## config.mk

```make
export PLATFORM = sky130hd
export DESIGN_NAME = radio_coexistence_handshake
export DESIGN_NICKNAME = d
export VERILOG_FILES = /design/src/coex_pkg.sv /design/src/coex_sync.sv /design/src/radio_coexistence_handshake.sv
export VERILOG_INCLUDE_DIRS = /design/src
export SDC_FILE = /design/constraint.sdc
export NUM_CORES = 1
export LEC_CHECK = 0
export BUFFER_PORTS_ARGS = -buffer_cell sky130_fd_sc_hd__buf_4
export CORE_AREA = 5 5 56 78
export DETAILED_ROUTE_END_ITERATION = 10
export DIE_AREA = 0 0 61 83
export HOLD_SLACK_MARGIN = 0.12
export PLACE_DENSITY = 0.79
export SLEW_MARGIN = 20
export SYNTH_ARGS = -nofsm -noshare
export SYNTH_HDL_FRONTEND = slang
export SYNTH_SLANG_ARGS = --single-unit
```

## constraint.sdc

```tcl
create_clock -name clk -period 2.6 [get_ports clk]
set_input_delay 0.13 -clock clk [delete_from_list [all_inputs] [get_ports clk]]
set_output_delay 0.13 -clock clk [all_outputs]
set_load 0.01 [all_outputs]
```

## src/coex_params.svh

```systemverilog
// Constants for the narrowband radio coexistence handshake.
// Assumes inclusion by bare name from every file that needs the timing or bundle layout.
`ifndef COEX_PARAMS_SVH
`define COEX_PARAMS_SVH

// Clock period of the radio domain in nanoseconds.
`define COEX_CLK_PERIOD_NS 10

// Least time that the request leads the start of a radio event, in nanoseconds.
`define COEX_LEAD_TIME_NS 2000

// Lead time in clock cycles, rounded up to whole cycles.
`define COEX_LEAD_CYCLES ((`COEX_LEAD_TIME_NS + `COEX_CLK_PERIOD_NS - 1) / `COEX_CLK_PERIOD_NS)

// Number of flip-flops in each pin synchroniser.
`define COEX_SYNC_STAGES 2

// Bit positions inside the four-bit coexistence bundle.
`define COEX_BND_REQ_BIT 0
`define COEX_BND_DIR_BIT 1
`define COEX_BND_URG_LSB 2
`define COEX_BND_URG_MSB 3

// Reset values of the pin outputs.
`define COEX_REQ_RST 1'h0
`define COEX_DIR_RST 1'h0
`define COEX_URG_RST 2'h0
`define COEX_PEER_INH_RST 1'h0

`endif

```

## src/coex_pkg.sv

```systemverilog
// Types shared by the coexistence handshake, its checker and its test bench.
// Assumes coex_params.svh is available on the include path.
`default_nettype none
`include "coex_params.svh"

package coex_pkg;

  // Handshake states, Gray coded along idle, lead, active, halt.
  typedef enum logic [1:0] {
    ST_IDLE   = 2'h0,
    ST_LEAD   = 2'h1,
    ST_ACTIVE = 2'h3,
    ST_HALT   = 2'h2
  } coex_state_t;

  // Event request from the radio sequencer.
  typedef struct packed {
    logic       pending;
    logic       is_tx;
    logic [1:0] urgency;
  } seq_req_t;

  // Four-bit bundle routed to the general outputs, most significant first.
  typedef struct packed {
    logic [1:0] urgency;
    logic       direction;
    logic       request;
  } coex_bundle_t;

  // Status seen by the radio control logic.
  typedef struct packed {
    coex_state_t state;
    logic        tx_blocked;
    logic        rx_blocked;
    logic        inhibit_seen;
    logic [7:0]  deny_count;
  } coex_status_t;

endpackage

`default_nettype wire

```

## src/coex_sync.sv

```systemverilog
// Multi-bit level synchroniser with a fixed number of stages.
// Assumes each bit is an independent level; no word coherence across bits.
`timescale 1ns/100ps
`default_nettype none
`include "coex_params.svh"

module coex_sync #(
  parameter int unsigned WIDTH  = 1,
  parameter int unsigned STAGES = `COEX_SYNC_STAGES
) (
  // Clock and reset
  input  wire logic             clk,
  input  wire logic             nrst,
  // Asynchronous levels in, synchronous levels out
  input  wire logic [WIDTH-1:0] async_in,
  output logic      [WIDTH-1:0] sync_out
);

  logic [WIDTH-1:0] stage_q [STAGES];

  // Parameter check at elaboration.
  if (WIDTH < 1 || STAGES < 2) begin : g_bad_params
    $error("coex_sync needs at least one bit and two stages");
  end

  // Only the next stage reads the first stage.
  always_ff @(posedge clk or negedge nrst) begin
    if (!nrst) begin
      for (int i = 0; i < STAGES; i++) begin
        stage_q[i] <= '0;
      end
    end else begin
      stage_q[0] <= async_in;
      for (int i = 1; i < STAGES; i++) begin
        stage_q[i] <= stage_q[i-1];
      end
    end
  end

  assign sync_out = stage_q[STAGES-1];

endmodule

`default_nettype wire

```

## src/radio_coexistence_handshake.sv

```systemverilog
// Narrowband radio side of the coexistence handshake with a wireless LAN transceiver.
// Assumes the sequencer and configuration inputs are on clk; the peer pins are asynchronous.
`timescale 1ns/100ps
`default_nettype none
`include "coex_params.svh"

module radio_coexistence_handshake #(
  parameter int unsigned LEAD_CYCLES = `COEX_LEAD_CYCLES,
  parameter int unsigned CNT_W       = 16
) (
  // Clock and reset
  input  wire logic                  clk,
  input  wire logic                  nrst,
  // Configuration from the radio control logic
  input  wire logic                  cfg_nb_master,
  input  wire logic                  cfg_rx_block_en,
  input  wire logic                  cfg_dir_force_en,
  input  wire logic                  cfg_dir_force_val,
  input  wire logic                  cfg_kind_report_en,
  input  wire logic                  cfg_chan_separated,
  // Radio sequencer
  input  wire coex_pkg::seq_req_t    seq_req,
  input  wire logic                  seq_done,
  output logic                       seq_go,
  output logic                       seq_abort,
  // Coexistence pins
  input  wire logic                  radio_inhibit_in,
  input  wire logic                  peer_tx_in,
  output logic                       radio_request_out,
  output logic                       activity_direction_out,
  output logic [1:0]                 urgent_access_out,
  output logic                       peer_inhibit_out,
  output coex_pkg::coex_bundle_t     coex_bundle_out,
  // Status
  output coex_pkg::coex_status_t     status_out
);

  // Registered state and pin values, then the combinational decisions that feed them.
  coex_pkg::coex_state_t state_q;
  coex_pkg::coex_state_t state_d;
  logic [CNT_W-1:0]      lead_cnt_q;
  logic                  dir_q;
  logic [1:0]            urg_q;
  logic                  req_out_q;
  logic                  dir_out_q;
  logic [1:0]            urg_out_q;
  logic                  peer_inh_q;
  coex_pkg::coex_bundle_t bundle_q;
  logic [7:0]            deny_cnt_q;
  logic                  inhibit_s;
  logic                  peer_tx_s;
  logic                  tx_blocked;
  logic                  rx_blocked;
  logic                  blocked;
  logic                  start_evt;
  logic                  abort_evt;
  logic                  dir_now;

  // The lead counter counts down from this load to zero, which makes the lead LEAD_CYCLES edges.
  localparam logic [CNT_W-1:0] LEAD_LOAD = CNT_W'(LEAD_CYCLES - 1);

  // Parameter checks at elaboration: the counter must hold the load and the bundle must stay four bits.
  if (CNT_W < 1 || CNT_W > 31) begin : g_bad_cnt_w
    $error("CNT_W must lie between 1 and 31");
  end
  if (LEAD_CYCLES < 1 || LEAD_CYCLES > (2 ** CNT_W)) begin : g_bad_lead
    $error("LEAD_CYCLES must be at least one and fit the lead counter");
  end
  if ($bits(coex_pkg::coex_bundle_t) != 4) begin : g_bad_bundle
    $error("the coexistence bundle must be four bits wide");
  end

  // Both peer pins cross into this clock through the same two-stage synchroniser.
  // inhibit synchroniser
  coex_sync #(
    .WIDTH  (2),
    .STAGES (`COEX_SYNC_STAGES)
  ) u_pin_sync (
    .clk      (clk),
    .nrst     (nrst),
    .async_in ({peer_tx_in, radio_inhibit_in}),
    .sync_out ({peer_tx_s, inhibit_s})
  );

  // The direction that the event will use on the pins and for blocking.
  // In idle the sequencer's bit is used directly, so blocking is judged for the event about to be taken.
  assign dir_now = (state_q == coex_pkg::ST_IDLE) ? seq_req.is_tx : dir_q;

  // Blocking is decided only when the peer is master; as master this radio owns the band.
  // Only synchronised pin levels are read here, so every consumer sees a pin edge in the same cycle.
  // In master mode nothing blocks: the peer is held off through its own inhibit line instead.
  always_comb begin
    tx_blocked = 1'b0;
    rx_blocked = 1'b0;
    if (!cfg_nb_master) begin
      tx_blocked = inhibit_s;
      rx_blocked = inhibit_s & cfg_rx_block_en;
      if (cfg_kind_report_en && !peer_tx_s) begin
        rx_blocked = 1'b0;
      end
      if (cfg_kind_report_en && cfg_chan_separated) begin
        rx_blocked = 1'b0;
      end
    end
  end

  // Blocking follows the direction of the event: transmit and receive are denied separately.
  // inhibit stops activity
  assign blocked = dir_now ? tx_blocked : rx_blocked;

  // A blocked event waits in lead with its request held; an abort marks an active event losing the band.
  assign start_evt = (state_q == coex_pkg::ST_LEAD) && (lead_cnt_q == '0) && !blocked && seq_req.pending;
  assign abort_evt = (state_q == coex_pkg::ST_ACTIVE) && blocked && !seq_done;

  // The go and abort strobes are combinational so that the sequencer stops in the cycle the denial is seen.
  // halt without waiting a cycle
  assign seq_go    = (state_q == coex_pkg::ST_ACTIVE) && !blocked;
  assign seq_abort = abort_evt;

  // Next state of the handshake.
  // Idle waits for a pending event; lead holds the request for the lead time before the start.
  // Active runs the event while the band is free; halt keeps the request after a denial
  // until the sequencer finishes or withdraws, so the peer sees one request per event.
  always_comb begin
    state_d = state_q;
    case (state_q)
      coex_pkg::ST_IDLE: begin
        if (seq_req.pending) begin
          state_d = coex_pkg::ST_LEAD;
        end
      end
      coex_pkg::ST_LEAD: begin
        if (!seq_req.pending) begin
          state_d = coex_pkg::ST_IDLE;
        end else if (start_evt) begin
          state_d = coex_pkg::ST_ACTIVE;
        end
      end
      coex_pkg::ST_ACTIVE: begin
        if (seq_done) begin
          state_d = coex_pkg::ST_IDLE;
        end else if (blocked) begin
          state_d = coex_pkg::ST_HALT;
        end
      end
      coex_pkg::ST_HALT: begin
        if (seq_done || !seq_req.pending) begin
          state_d = coex_pkg::ST_IDLE;
        end
      end
      default: begin
        state_d = coex_pkg::ST_IDLE;
      end
    endcase
  end

  // The Gray coding keeps every step except active to idle to a single bit change.
  always_ff @(posedge clk or negedge nrst) begin
    if (!nrst) begin
      state_q <= coex_pkg::ST_IDLE;
    end else begin
      state_q <= state_d;
    end
  end

  // Reloaded in idle, so an event withdrawn during its lead gets a full lead the next time.
  // lead time before event
  always_ff @(posedge clk or negedge nrst) begin
    if (!nrst) begin
      lead_cnt_q <= '0;
    end else if (state_q == coex_pkg::ST_IDLE) begin
      lead_cnt_q <= LEAD_LOAD;
    end else if (state_q == coex_pkg::ST_LEAD && lead_cnt_q != '0) begin
      lead_cnt_q <= lead_cnt_q - CNT_W'(1);
    end
  end

  // Direction and urgency are taken when the request is raised and kept for the event.
  // Later changes on the sequencer's fields are ignored until the handshake returns to idle.
  always_ff @(posedge clk or negedge nrst) begin
    if (!nrst) begin
      dir_q <= `COEX_DIR_RST;
      urg_q <= `COEX_URG_RST;
    end else if (state_q == coex_pkg::ST_IDLE && seq_req.pending) begin
      dir_q <= seq_req.is_tx;
      urg_q <= seq_req.urgency;
    end
  end

  // Pin registers follow the next state, so every pin to the peer moves on the edge that leaves or enters idle, except a forced direction or a role change.
  // request held until end
  always_ff @(posedge clk or negedge nrst) begin
    if (!nrst) begin
      req_out_q <= `COEX_REQ_RST;
    end else begin
      req_out_q <= (state_d != coex_pkg::ST_IDLE);
    end
  end

  // Direction pin, with the software force taking precedence over the sequencer.
  // Outside an event the pin rests low unless software forces it.
  always_ff @(posedge clk or negedge nrst) begin
    if (!nrst) begin
      dir_out_q <= `COEX_DIR_RST;
    end else if (cfg_dir_force_en) begin
      dir_out_q <= cfg_dir_force_val;
    end else if (state_d != coex_pkg::ST_IDLE) begin
      dir_out_q <= (state_q == coex_pkg::ST_IDLE) ? seq_req.is_tx : dir_q;
    end else begin
      dir_out_q <= `COEX_DIR_RST;
    end
  end

  // Urgency drops to zero in idle so that a stale priority is never shown between events.
  // urgency while requesting
  always_ff @(posedge clk or negedge nrst) begin
    if (!nrst) begin
      urg_out_q <= `COEX_URG_RST;
    end else if (state_d == coex_pkg::ST_IDLE) begin
      urg_out_q <= `COEX_URG_RST;
    end else if (state_q == coex_pkg::ST_IDLE) begin
      urg_out_q <= seq_req.urgency;
    end else begin
      urg_out_q <= urg_q;
    end
  end

  // As master this radio ignores the inhibit pin and holds the peer off while it requests.
  // master inhibits the peer
  always_ff @(posedge clk or negedge nrst) begin
    if (!nrst) begin
      peer_inh_q <= `COEX_PEER_INH_RST;
    end else begin
      peer_inh_q <= cfg_nb_master && (state_d != coex_pkg::ST_IDLE);
    end
  end

  // The bundle repeats the pin values register for register, so it can be routed in place of the pins.
  // bundle packing
  always_ff @(posedge clk or negedge nrst) begin
    if (!nrst) begin
      bundle_q <= '0;
    end else begin
      bundle_q.request   <= (state_d != coex_pkg::ST_IDLE);
      bundle_q.direction <= cfg_dir_force_en ? cfg_dir_force_val :
                            ((state_d == coex_pkg::ST_IDLE) ? `COEX_DIR_RST :
                            ((state_q == coex_pkg::ST_IDLE) ? seq_req.is_tx : dir_q));
      bundle_q.urgency   <= (state_d == coex_pkg::ST_IDLE) ? `COEX_URG_RST :
                            ((state_q == coex_pkg::ST_IDLE) ? seq_req.urgency : urg_q);
    end
  end

  // Saturating count of events cut short by the peer.
  // It saturates rather than wraps, so a long run of denials never reads as a few.
  always_ff @(posedge clk or negedge nrst) begin
    if (!nrst) begin
      deny_cnt_q <= 8'h00;
    end else if (abort_evt && deny_cnt_q != 8'hff) begin
      deny_cnt_q <= deny_cnt_q + 8'h01;
    end
  end

  // Pin outputs come straight from their registers.
  assign radio_request_out      = req_out_q;
  assign activity_direction_out = dir_out_q;
  assign urgent_access_out      = urg_out_q;
  assign peer_inhibit_out       = peer_inh_q;
  assign coex_bundle_out        = bundle_q;

  // Status is combinational so that control logic sees blocking in the cycle in which it applies.
  always_comb begin
    status_out              = '0;
    status_out.state        = state_q;
    status_out.tx_blocked   = tx_blocked;
    status_out.rx_blocked   = rx_blocked;
    status_out.inhibit_seen = inhibit_s;
    status_out.deny_count   = deny_cnt_q;
  end

endmodule

`default_nettype wire

```

# --- Yosys cells after proc, flatten, opt, wreduce, memory -nomap -nowiden ---
# Index checks and enable logic that the tools add are counted.
totals:
  register_bits: 39
classes:
  add_sub_neg: 2
  n_eq_ne: 4
  muxes: 21
  bitwise: 1
  reduce_logical: 23
op_table:
  columns: ["cell", "n"]
  rows:
  - ["$mux 16", 2]
  - ["$logic_not 16->1", 1]
  - ["$mux 2", 8]
  - ["$reduce_bool 16->1", 1]
  - ["$sub 16x1->16 const B", 1]
  - ["$logic_and 1x1->1", 12]
  - ["$mux 1", 10]
  - ["$add 8x1->8 const B", 1]
  - ["$ne 8x8->1 const B", 1]
  - ["$pmux 2 s4", 1]
  - ["$eq 2x2->1 const B", 2]
  - ["$logic_not 1->1", 4]
  - ["$logic_not 2->1", 2]
  - ["$reduce_bool 2->1", 2]
  - ["$eq 2x1->1 const B", 1]
  - ["$and 1x1->1", 1]
  - ["$logic_or 1x1->1", 1]

# --- Longest topological paths before layout ---
# Gate-level depths: netlist of run 1.
logic_depth:
  depth_word: 15
  ltp_mapped: 7

# --- Modules after synthesis ---
# From an unflattened synthesis of run 1, not the netlist that was laid out.
hier_totals:
  hier_cells: 187
  area_unflattened_um2: 1886.8
by_module_without_submodules:
  columns: ["mod", "n_inst", "cells_each", "area_per_inst_um2"]
  rows:
  - ["radio_coexistence_handshake", 1, 181, 1771.7]
  - ["coex_sync", 1, 6, 115.1]

# --- Worst setup path after synthesis of run 1 ---
# OpenSTA, ideal clock, no wires.
synth_timing:
  path_kind: "register to register"
  startpoint: "register lead_cnt_q[8]"
  endpoint: "register lead_cnt_q[14]"
  setup_time_ns: 0.079
  arrival_ns: 2.088
  t_required_ns: 2.521
  setup_slack_ns: 0.432
  path_stages_with_launch: 6
  path_buffers: 0
  cell_sequence: "dfrtp_1 > or4_4 > or4_4 > or3_4 > nor3_2 > mux2i_1"
synth_between:
  elab_chain_cells: 3
  elab_cells_between_ends: 6
synth_lines:
  columns: ["element", "line_no", "source"]
  rows:
  - ["from (decl)", "radio_coexistence_handshake.sv:41", "logic [CNT_W-1:0] lead_cnt_q;"]
  - ["from (signal assigned)", "radio_coexistence_handshake.sv:174", "lead_cnt_q <= lead_cnt_q - CNT_W'(1);"]
  - ["$sub 16x1->16 or $reduce_bool 16->1 (tied branches)", "radio_coexistence_handshake.sv:174, radio_coexistence_handshake.sv:173", null]
  - ["$mux 16 or $logic_and 1x1->1 (tied branches)", "radio_coexistence_handshake.sv:173", "end else if (state_q == coex_pkg::ST_LEAD && lead_cnt_q != '0) begin"]
  - ["$mux 16 or $reduce_bool 2->1 (tied branches)", null, null]
# Parallel ways exist; a longest one is shown, timed or not. The select of a mux whose other input is x is not followed.
# A chain may end at the register's enable or synchronous reset.

# --- Final worst setup path of run 1 ---
layout_timing:
  startpoint: "register state_q[1]"
  endpoint: "output seq_abort"
layout_between:
  elab_chain_cells: 5
  elab_cells_between_ends: 6
layout_lines:
  columns: ["element", "line_no", "source"]
  rows:
  - ["from (decl)", "radio_coexistence_handshake.sv:39", "coex_pkg::coex_state_t state_q;"]
  - ["from (signal assigned)", "radio_coexistence_handshake.sv:160", "state_q <= coex_pkg::ST_IDLE;"]
  - ["from (signal assigned)", "radio_coexistence_handshake.sv:162", "state_q <= state_d;"]
  - ["$logic_not 2->1", "radio_coexistence_handshake.sv:87", "assign dir_now = (state_q == coex_pkg::ST_IDLE) ? seq_req.is_tx : dir_q;"]
  - ["$mux 1", "radio_coexistence_handshake.sv:87", null]
  - ["$mux 1", "radio_coexistence_handshake.sv:109", "assign blocked = dir_now ? tx_blocked : rx_blocked;"]
  - ["$logic_and 1x1->1 (*) (2 in series)", "radio_coexistence_handshake.sv:113", "assign abort_evt = (state_q == coex_pkg::ST_ACTIVE) && blocked && !seq_done;"]
  - ["to (decl)", "radio_coexistence_handshake.sv:25", "output logic seq_abort,"]
# Mark *: on every way between the ends. The rest lies on a longest branch, timed or not.

==> impl_metrics.ini, run 1 <==
[timing]
max_slew_margin_pct = 68.3
max_freq_ghz = 0.418
tns_ns = 0
max_slew.worst_pin.slew_ns = 0.476
timing.hold.ws_ns = 0.337
finalCritPeriodShare_pct = 92.1
period_needed_ns = 2.39
slew_viol_final = 0
hold_viol_final = 0
setup_viol = 0
skew_ns = 0.0113
rsz0062_at_grt = false

[finish]
syn_to_final_growth_pct = 28.7
nets = 239
fin_cells = 264
design_area_sq_um = 2400
drive_gt1_share_pct = 28.8
n_antenna_cell = 0

[cts]
clk_latency_ns = 0.29
cts_buffers = 5
cts_tree = yes
ctsLongestPathBuffers = 2
htree_levels = 2
cts_num_sinks = 38
post_cts_resized = 0
clockRootBuffer = clkbuf_8
clk_pin_slew_worst_paths_ns = 0.08

[power_and_ir_drop]
p_leak_nw = 1.13
vdd_drop_max_mv = 0.477
p_per_area_nw_per_um2 = 570

[floorplan]
die_y_um = 83
die-area_sq_um = 5060
row_count = 26
io_pins = 39
core_sq_um = 3580
start_util_pct = 52.1
die_w_um = 61

[critical_path]
setup.worst_path.end_class = output pin
path_delay_family = flip-flops
r2r-start = lead_cnt_q[12]
worstSetupStartpointType = flop
path_cells = or2_2 -> mux2i_1 -> a2bb2oi_2 -> inv_1 -> buf_4
cp_max_fo = 14
path_class = flop to output pin
worstPathArrival_ns = 2.26
slowest_delay_ns = 0.49
crit_buf_inv = 2
startpoint = state_q[1]
crit_path_top_delay_cell = dfrtp_1
worst_ep_required_time_ns = 2.47

[place]
dp.cells = 245
io_buffers = 38
gp_congestion = 0.779
post-dp-hpwl_um = 3020
dpl_cell_area_sq_um = 2150

[route]
first_pass_iters = 4
ant_nets = 0
vias = 1486
drt_wl_total_um = 4170
drt_iter0_markers = 28
drc = 0
viasPerCell = 5.63
routedWlPerCell_um = 15.8

[global_route]
grt_pass1_vias = 1602
grt_max_degree = 39
grt_pass1_wl_um = 7080
antenna_found_initial = 0
grtUsageTotal_pct = 18.2
overflow = 0

[synth]
syn_area_per_cell_sq_um = 10.7
syn_area_sq_um = 1860
synth_nets = 192
synthFlopType = dfrtp_1
ys_seq_elements = 38
yosysWarnings = 0
syn_inst = 174
yosys.area.top_type = dfrtp_1
synth_cell_types = 45
synth.area.top_cells = dfrtp_1 51%, mux2i_1 3.8%, nand2_1 3.6%
synth_edf_count = 0
synth_top_area_share_pct = 51.0
async_flop_share_pct = 100
ys_seq_area_share_pct = 51.0

[status]
outcome = completed

[run]
maxCapViolations = 0

[worst_hold_path]
min_path_type = primary input to asynchronous set/reset pin
[cells by family (layout without fill, tap and decap cells)]
group           count (synthesis)  after routing  share of synthesized area (%)
simple gates                   70             70                           20.3
flops                          38             38                           51.0
compound gates                 27             27                           11.9
buf+inv                        17             65                           4.83
mux                            11             11                           6.17
xor+xnor                        8              8                           3.76
fa+ha+maj                       3              3                           2.01
[where the power goes]
| part | total [W] | leakage (nW) | internal, W | switching, W |
|---|---|---|---|---|
| combinational | 0.000125 | 0.575 | 0.0000628 | 0.0000621 |
| clock | 0.000618 | 0.0714 | 0.000409 | 0.000209 |
| sequential | 0.000625 | 0.483 | 0.000611 | 0.0000140 |
[worst register-to-register path: cells and delay by family (launching register included)]
kind | cells | cell delay [ns]
and+or+nand+nor | 2 | 1.00
DFF | 1 | 0.42
AOI/OAI and AO/OA | 3 | 0.76
[routing by layer]
layer  global-route usage (%)  vias up  part of all wire, %
met5                        0        -                    0
met4                     5.92        0                  1.7
met3                     4.50        7                  3.8
met2                     32.4       31                   56
met1                     20.3      738                   38
li1                         -      710                    -
[worst paths after layout]
kind	end	slack (ns)	depth (start not counted)
max in group asynchronous	lead_cnt_q[10]	1.93	2
min reg2reg	u_pin_sync.sync_out[1]	0.35	0
max reg2reg	lead_cnt_q[10]	0.31	5
min in group clk	u_pin_sync.sync_out[1]	0.35	0
max	seq_abort	0.21	5
min	lead_cnt_q[14]	0.34	2
[layout make-up]
class	instances	area [sq um]
clock buffers	6	82.6
inverters	7	26.3
flip-flops and latches	38	951
multi-input cells	119	823
well taps	42	52.6
fillers	274	1180
clock inverters	2	60.1
repair buffers	50	403
[synthesized netlist by cell type, drive strengths merged, types with 3 or more instances]
master / number
xor2: 6
or2: 3
a21oi: 4
nor4: 4
nand2: 18
a31oi: 3
ha: 3
mux2i: 7
mux2: 4
buf: 7
o311ai: 3
nand3: 3
nor2: 14
nor3: 5
o31ai: 4
nand4: 4
clkbuf: 3
dfrtp: 38
o41ai: 3
inv: 7
or3: 6
[cell usage in the layout (no fill, tap or decap), drive strengths merged, types with 4 or more instances in the layout]
cell         count
mux2i            7
xor2             6
nand2           18
nand4            4
nor4             4
dlygate4sd3     11
buf             39
mux2             4
inv              7
nor2            14
o31ai            4
nor3             5
clkbuf           6
dfrtp           38
a21oi            4
or3              6
[metrics by stage]
| step | total power (W) | utilization (%) | setup WS (ns) |
|---|---|---|---|
| after floorplan | 0.000691 | - | 0.432 |
| after global placement | 0.000741 | 60.0 | 0.405 |
| after detailed placement | 0.000748 | 60.0 | 0.342 |
| after CTS | 0.00138 | 67.0 | 0.241 |
| after global routing | 0.00142 | 67.0 | 0.0620 |
| final | 0.00137 | 67.0 | 0.206 |
[what timing repair did]
action                    4_1_cts  5_1_grt
hold endpoints to repair       49        0
setup buffers                   0        0
hold buffers                   11        0
[sequential cells by signal, summed over array words and instances, names as in the netlist, 2 cells and up]
register,count
urgent_access_out,2
state_q,2
urg_q,2
u_pin_sync.sync_out,2
lead_cnt_q,16
deny_cnt_q,8
u_pin_sync.stage_q,2
coex_bundle_out,2
No activity file was read; power rests on OpenSTA's default activity.
==> run 2: changes to the inputs <==
- CAP_MARGIN: not set -> 15
- CORE_AREA: 5 5 56 78 -> 2 2 56 79
- DIE_AREA: 0 0 61 83 -> 0 0 58 81
- PLACE_DENSITY: 0.79 -> 0.74
- clock period: 2.6 -> 2.2 ns (I/O delays scaled with it)
==> impl_metrics.ini, run 2 (synthesized netlist as in run 1, its figures left out) <==
[critical_path]
crit_buf_inv = 0
path_delay_family = simple AND/OR/NAND/NOR gates
worstPathArrival_ns = 2.40
r2r_cells = 5
path_cells = or4_4 -> or4_4 -> or3_4 -> nor3_4 -> mux2i_1
r2r-start = lead_cnt_q[8]
crit_top_cell = or4_4
setup.worst_path.end_class = flop
r2r-end = lead_cnt_q[14]
slowest_delay_ns = 0.54
cp_max_fo = 4
crit_path_top_delay_cell = or4_4
path_class = flop to flop
worstSetupStartpointType = flop
rrSetupSlack_ns = 0.02
worst_ep_required_time_ns = 2.42

[timing]
max_freq_ghz = 0.459
timing.final.ws_setup_ns = 0.0205
slew_viol_final = 0
period_needed_ns = 2.18
setup_viol = 0
max_slew.worst_pin.slew_ns = 0.479
finalCritPeriodShare_pct = 99.1
rsz0062_at_grt = true
max_slew_margin_pct = 68.1
skew_ns = 0.0108
hold_viol_final = 0

[place]
post-dp-hpwl_um = 2740
gp_congestion = 0.762
io_buffers = 38
dpl_cell_area_sq_um = 2260
dp_slack_ns = 0.0239
dp.cells = 263

[power_and_ir_drop]
vdd_drop_max_mv = 0.422
total_power_w = 0.00135
p_per_area_nw_per_um2 = 537
p_leak_nw = 1.19

[status]
outcome = completed

[floorplan]
die_y_um = 81
io_pins = 39
core_sq_um = 4060
die_w_um = 58
row_count = 28
die-area_sq_um = 4700
start_util_pct = 45.9

[cts]
cts_tree = yes
ctsLongestPathBuffers = 2
clockRootBuffer = clkbuf_8
htree_levels = 2
clk_pin_slew_worst_paths_ns = 0.07
clk_latency_ns = 0.29
cts_num_sinks = 38
cts_buffers = 5

[global_route]
grt_max_degree = 39
grtUsageTotal_pct = 18.1
antenna_found_initial = 0
grt_pass1_vias = 1483
overflow = 0
grt_pass1_wl_um = 6470

[route]
viasPerCell = 5.31
drt_iter0_markers = 28
drc = 0
vias = 1519
ant_nets = 0
first_pass_iters = 4
drt_wl_total_um = 3930
routedWlPerCell_um = 13.7

[finish]
design_area_sq_um = 2500
largest_reg_flops = 16
final_cell_mix = 58 x buf_4, 38 x dfrtp_1, 18 x nand2_1, 14 x nor2_1, 11 x dlygate4sd3_1
reg_top3 = lead_cnt_q: 16 flops, deny_cnt_q: 8 flops
syn_to_final_growth_pct = 34.3
max_flop_register = lead_cnt_q
nFillCells = 358
fin_cells = 286
layout_commonest_cell = buf_4
n_antenna_cell = 0
drive_gt1_share_pct = 34.9
nets = 259
final_util_pct = 61.6

[worst_hold_path]
min_path_type = primary input to asynchronous set/reset pin

[run]
maxCapViolations = 0
==> run 2: changes by cell type in the layout (fill, tap and decap cells not counted), sizes merged <==
cell    change
o31ai       +1
bufinv      -2
buf        +19
clkinv      +2
clkbuf      -1
==> run 2: per-stage QoR <==
stage	hold WS [ns]	TNS [ns]
finish	0.314	0
global route	0.360	-0.0789
CTS	0.338	0
detailed placement	0.111	0
global placement	0.110	0
floorplan	-0.186	0
==> run 2: cell type report <==
| class | count | area [sq um] | share of cell area, % |
|---|---|---|---|
| tap | 45 | 56.3 | 2.25 |
| inverter | 7 | 26.3 | 1.05 |
| clock buffer | 5 | 68.8 | 2.75 |
| clock inverter | 2 | 10.0 | 0.400 |
| timing repair buffer | 69 | 546 | 21.8 |
| sequential | 38 | 951 | 38.0 |
| multi-input combinational | 120 | 846 | 33.8 |
==> run 2: report_power, final <==
group	switching, W	total (W)	internal (W)
clock network	0.000240	0.000453	0.000213
logic	0.0000739	0.000156	0.0000822
registers	0.0000138	0.000736	0.000722
total	0.000328	0.00135	0.00102
==> run 2: worst max path at each step <==
| stage | start | end | slack [ns] | cells after the start |
|---|---|---|---|---|
| after detailed placement | lead_cnt_q[9] | lead_cnt_q[14] | 0.02 | 5 |
| after floorplan | lead_cnt_q[8] | lead_cnt_q[14] | 0.03 | 5 |
| final | lead_cnt_q[8] | lead_cnt_q[14] | 0.02 | 5 |
| after CTS | lead_cnt_q[9] | lead_cnt_q[14] | 0.008 | 5 |
| after global placement | lead_cnt_q[9] | lead_cnt_q[14] | 0.07 | 5 |
| after global routing | lead_cnt_q[8] | lead_cnt_q[14] | -0.07 | 5 |
==> run 2: worst reg2reg max path, cell delays in order, from the launching register on <==
cell and delay (ns):
dfrtp_1 0.38, or4_4 0.54, or4_4 0.45, or3_4 0.42, nor3_4 0.13, mux2i_1 0.19
==> run 2: what timing repair did <==
item                                   CTS  global route
setup buffers                            0             4
endpoints found under the hold margin   49             0
setup endpoints to repair                0             7
gates resized for setup                  0             2
hold buffers                            11             0
==> run 2: metal layers <==
metal,GRT usage (%),wire [um],share of wire [%]
met5,0,0,0
met4,6.28,59,1.5
met3,5.10,142,3.6
met2,32.6,2090,53
met1,20.1,1630,42
==> run 3: changes to the inputs <==
- CORE_AREA: 2 2 56 79 -> 2 2 61 86
- DIE_AREA: 0 0 58 81 -> 0 0 63 88
- PLACE_DENSITY: 0.74 -> 0.65
- SETUP_SLACK_MARGIN: not set -> 0.05
==> impl_metrics.ini, run 3 (synthesized netlist as in run 1, its figures left out) <==
[status]
outcome = completed

[finish]
layout_commonest_cell = buf_4
max_flop_register = lead_cnt_q
reg_top3 = lead_cnt_q: 16 flops, deny_cnt_q: 8 flops
n_antenna_cell = 0
fin_cells = 307
multiInputGateArea_sq_um = 842
drive_gt1_share_pct = 35.8
nets = 260
nFillCells = 455
syn_to_final_growth_pct = 39.6
final_util_pct = 54.6
final_cell_mix = 59 x buf_4, 38 x dfrtp_1, 18 x nand2_1, 13 x nor2_1, 11 x dlygate4sd3_1
largest_reg_flops = 16
register_area_sq_um = 951

[timing]
timing.hold.ws_ns = 0.322
tns_ns = 0
max_slew_margin_pct = 67.3
slew_viol_final = 0
max_slew.worst_pin.slew_ns = 0.490
max_freq_ghz = 0.459
rsz0062_at_grt = true
setup_viol = 0
period_needed_ns = 2.18
hold_viol_final = 0
skew_ns = 0.00246
finalCritPeriodShare_pct = 98.9

[route]
drt_iter0_markers = 25
vias = 1557
ant_nets = 0
viasPerCell = 5.07
drc = 0
first_pass_iters = 4
routedWlPerCell_um = 13.7
drt_wl_total_um = 4200

[worst_hold_path]
min_path_type = primary input to asynchronous set/reset pin

[run]
maxCapViolations = 0

[critical_path]
path_class = flop to flop
worstSetupStartpointType = flop
worst_ep_required_time_ns = 2.42
r2r-start = lead_cnt_q[10]
rrSetupSlack_ns = 0.02
worstPathArrival_ns = 2.39
r2r_cells = 5
cp_max_fo = 4
r2r-end = lead_cnt_q[14]
setup.worst_path.end_class = flop

[power_and_ir_drop]
clock_power_share_pct = 44.6
power.share.switching_pct = 22.1
pwr-share-seq_pct = 45.4
p_int_w = 0.00126
switching_power_w = 0.000357
p_leak_nw = 1.22
comb_power_share_pct = 9.9
vdd_drop_max_mv = 0.437
p_per_area_nw_per_um2 = 622

[floorplan]
row_count = 30
start_util_pct = 39.1
die-area_sq_um = 5540
core_sq_um = 4770
io_pins = 39
die_y_um = 88
die_w_um = 63

[global_route]
grt_max_degree = 39
grt_pass1_wl_um = 6940
grtUsageTotal_pct = 15.7
antenna_found_initial = 0
overflow = 0
grt_pass1_vias = 1579

[cts]
cts_buffers = 5
clockRootBuffer = clkbuf_8
htree_levels = 2
cts_num_sinks = 38
cts_tree = yes
clk_pin_slew_worst_paths_ns = 0.08
ctsLongestPathBuffers = 2
clk_latency_ns = 0.29

[place]
io_buffers = 38
dp.cells = 282
post-dp-hpwl_um = 3020
gp_congestion = 0.798
## run 3: layer usage
| metal | vias to the layer above | GRT usage, % | part of all wire (%) |
|---|---|---|---|
| met2 | 35 | 30.0 | 55 |
| met3 | 4 | 3.08 | 3.0 |
| li1 | 752 | - | - |
| met4 | 0 | 4.65 | 0.74 |
| met5 | - | 0 | 0 |
| met1 | 766 | 17.6 | 41 |
## run 3: final cells by class
cell class | count | area share [%]
tap | 64 | 3.08
timing repair buffer | 71 | 21.7
clock buffer | 5 | 2.64
clock inverter | 3 | 2.64
inverter | 7 | 1.01
multi-input combinational | 119 | 32.4
sequential | 38 | 36.5
## run 3: worst max path at each step
| stage | from | to | slack [ns] | cells past startpoint |
|---|---|---|---|---|
| 6_report | lead_cnt_q[10] | lead_cnt_q[14] | 0.02 | 5 |
| 5_1_grt | lead_cnt_q[9] | lead_cnt_q[14] | -0.07 | 5 |
| 4_1_cts | lead_cnt_q[9] | lead_cnt_q[14] | 0.009 | 5 |
| 3_5_place_dp | lead_cnt_q[10] | lead_cnt_q[14] | 0.03 | 5 |
| 3_3_place_gp | lead_cnt_q[9] | lead_cnt_q[14] | 0.06 | 5 |
| 2_1_floorplan | lead_cnt_q[10] | lead_cnt_q[14] | 0.06 | 5 |
## run 3: repair_timing
| item | CTS | global route |
|---|---|---|
| resized for setup | 0 | 6 |
| pin swaps | 2 | 1 |
| cloned | 0 | 0 |
| buffers inserted | 1 | 5 |
| setup endpoints to repair | 5 | 8 |
| hold buffers | 11 | 0 |
| endpoints found under the hold margin | 49 | 0 |
## run 3: per-stage QoR
| step | area (sq um) | setup WS, ns | total power [W] |
|---|---|---|---|
| finish | 2600 | 0.0231 | 0.00162 |
| global route | 2600 | -0.0670 | 0.00168 |
| CTS | 2540 | 0.00876 | 0.00163 |
| detailed placement | 2290 | 0.0251 | 0.000896 |
| global placement | 2290 | 0.0557 | 0.000893 |
| floorplan | 1860 | 0.0576 | 0.000817 |
## run 3: power groups by stage
stage	Combinational (W)	Sequential (W)	Clock, W
6_report	0.000161	0.000736	0.000722
5_1_grt	0.000179	0.000739	0.000761
4_1_cts	0.000162	0.000736	0.000735
3_5_place_dp	0.000146	0.000750	0
3_3_place_gp	0.000144	0.000749	0
2_1_floorplan	0.0000658	0.000751	0
## run 3: worst max-delay path, cell delays in order (launching register included)
cell	delay [ns]
dfrtp_1	0.40
or4_4	0.54
or4_4	0.45
or3_4	0.40
nor3_4	0.12
mux2i_1	0.19
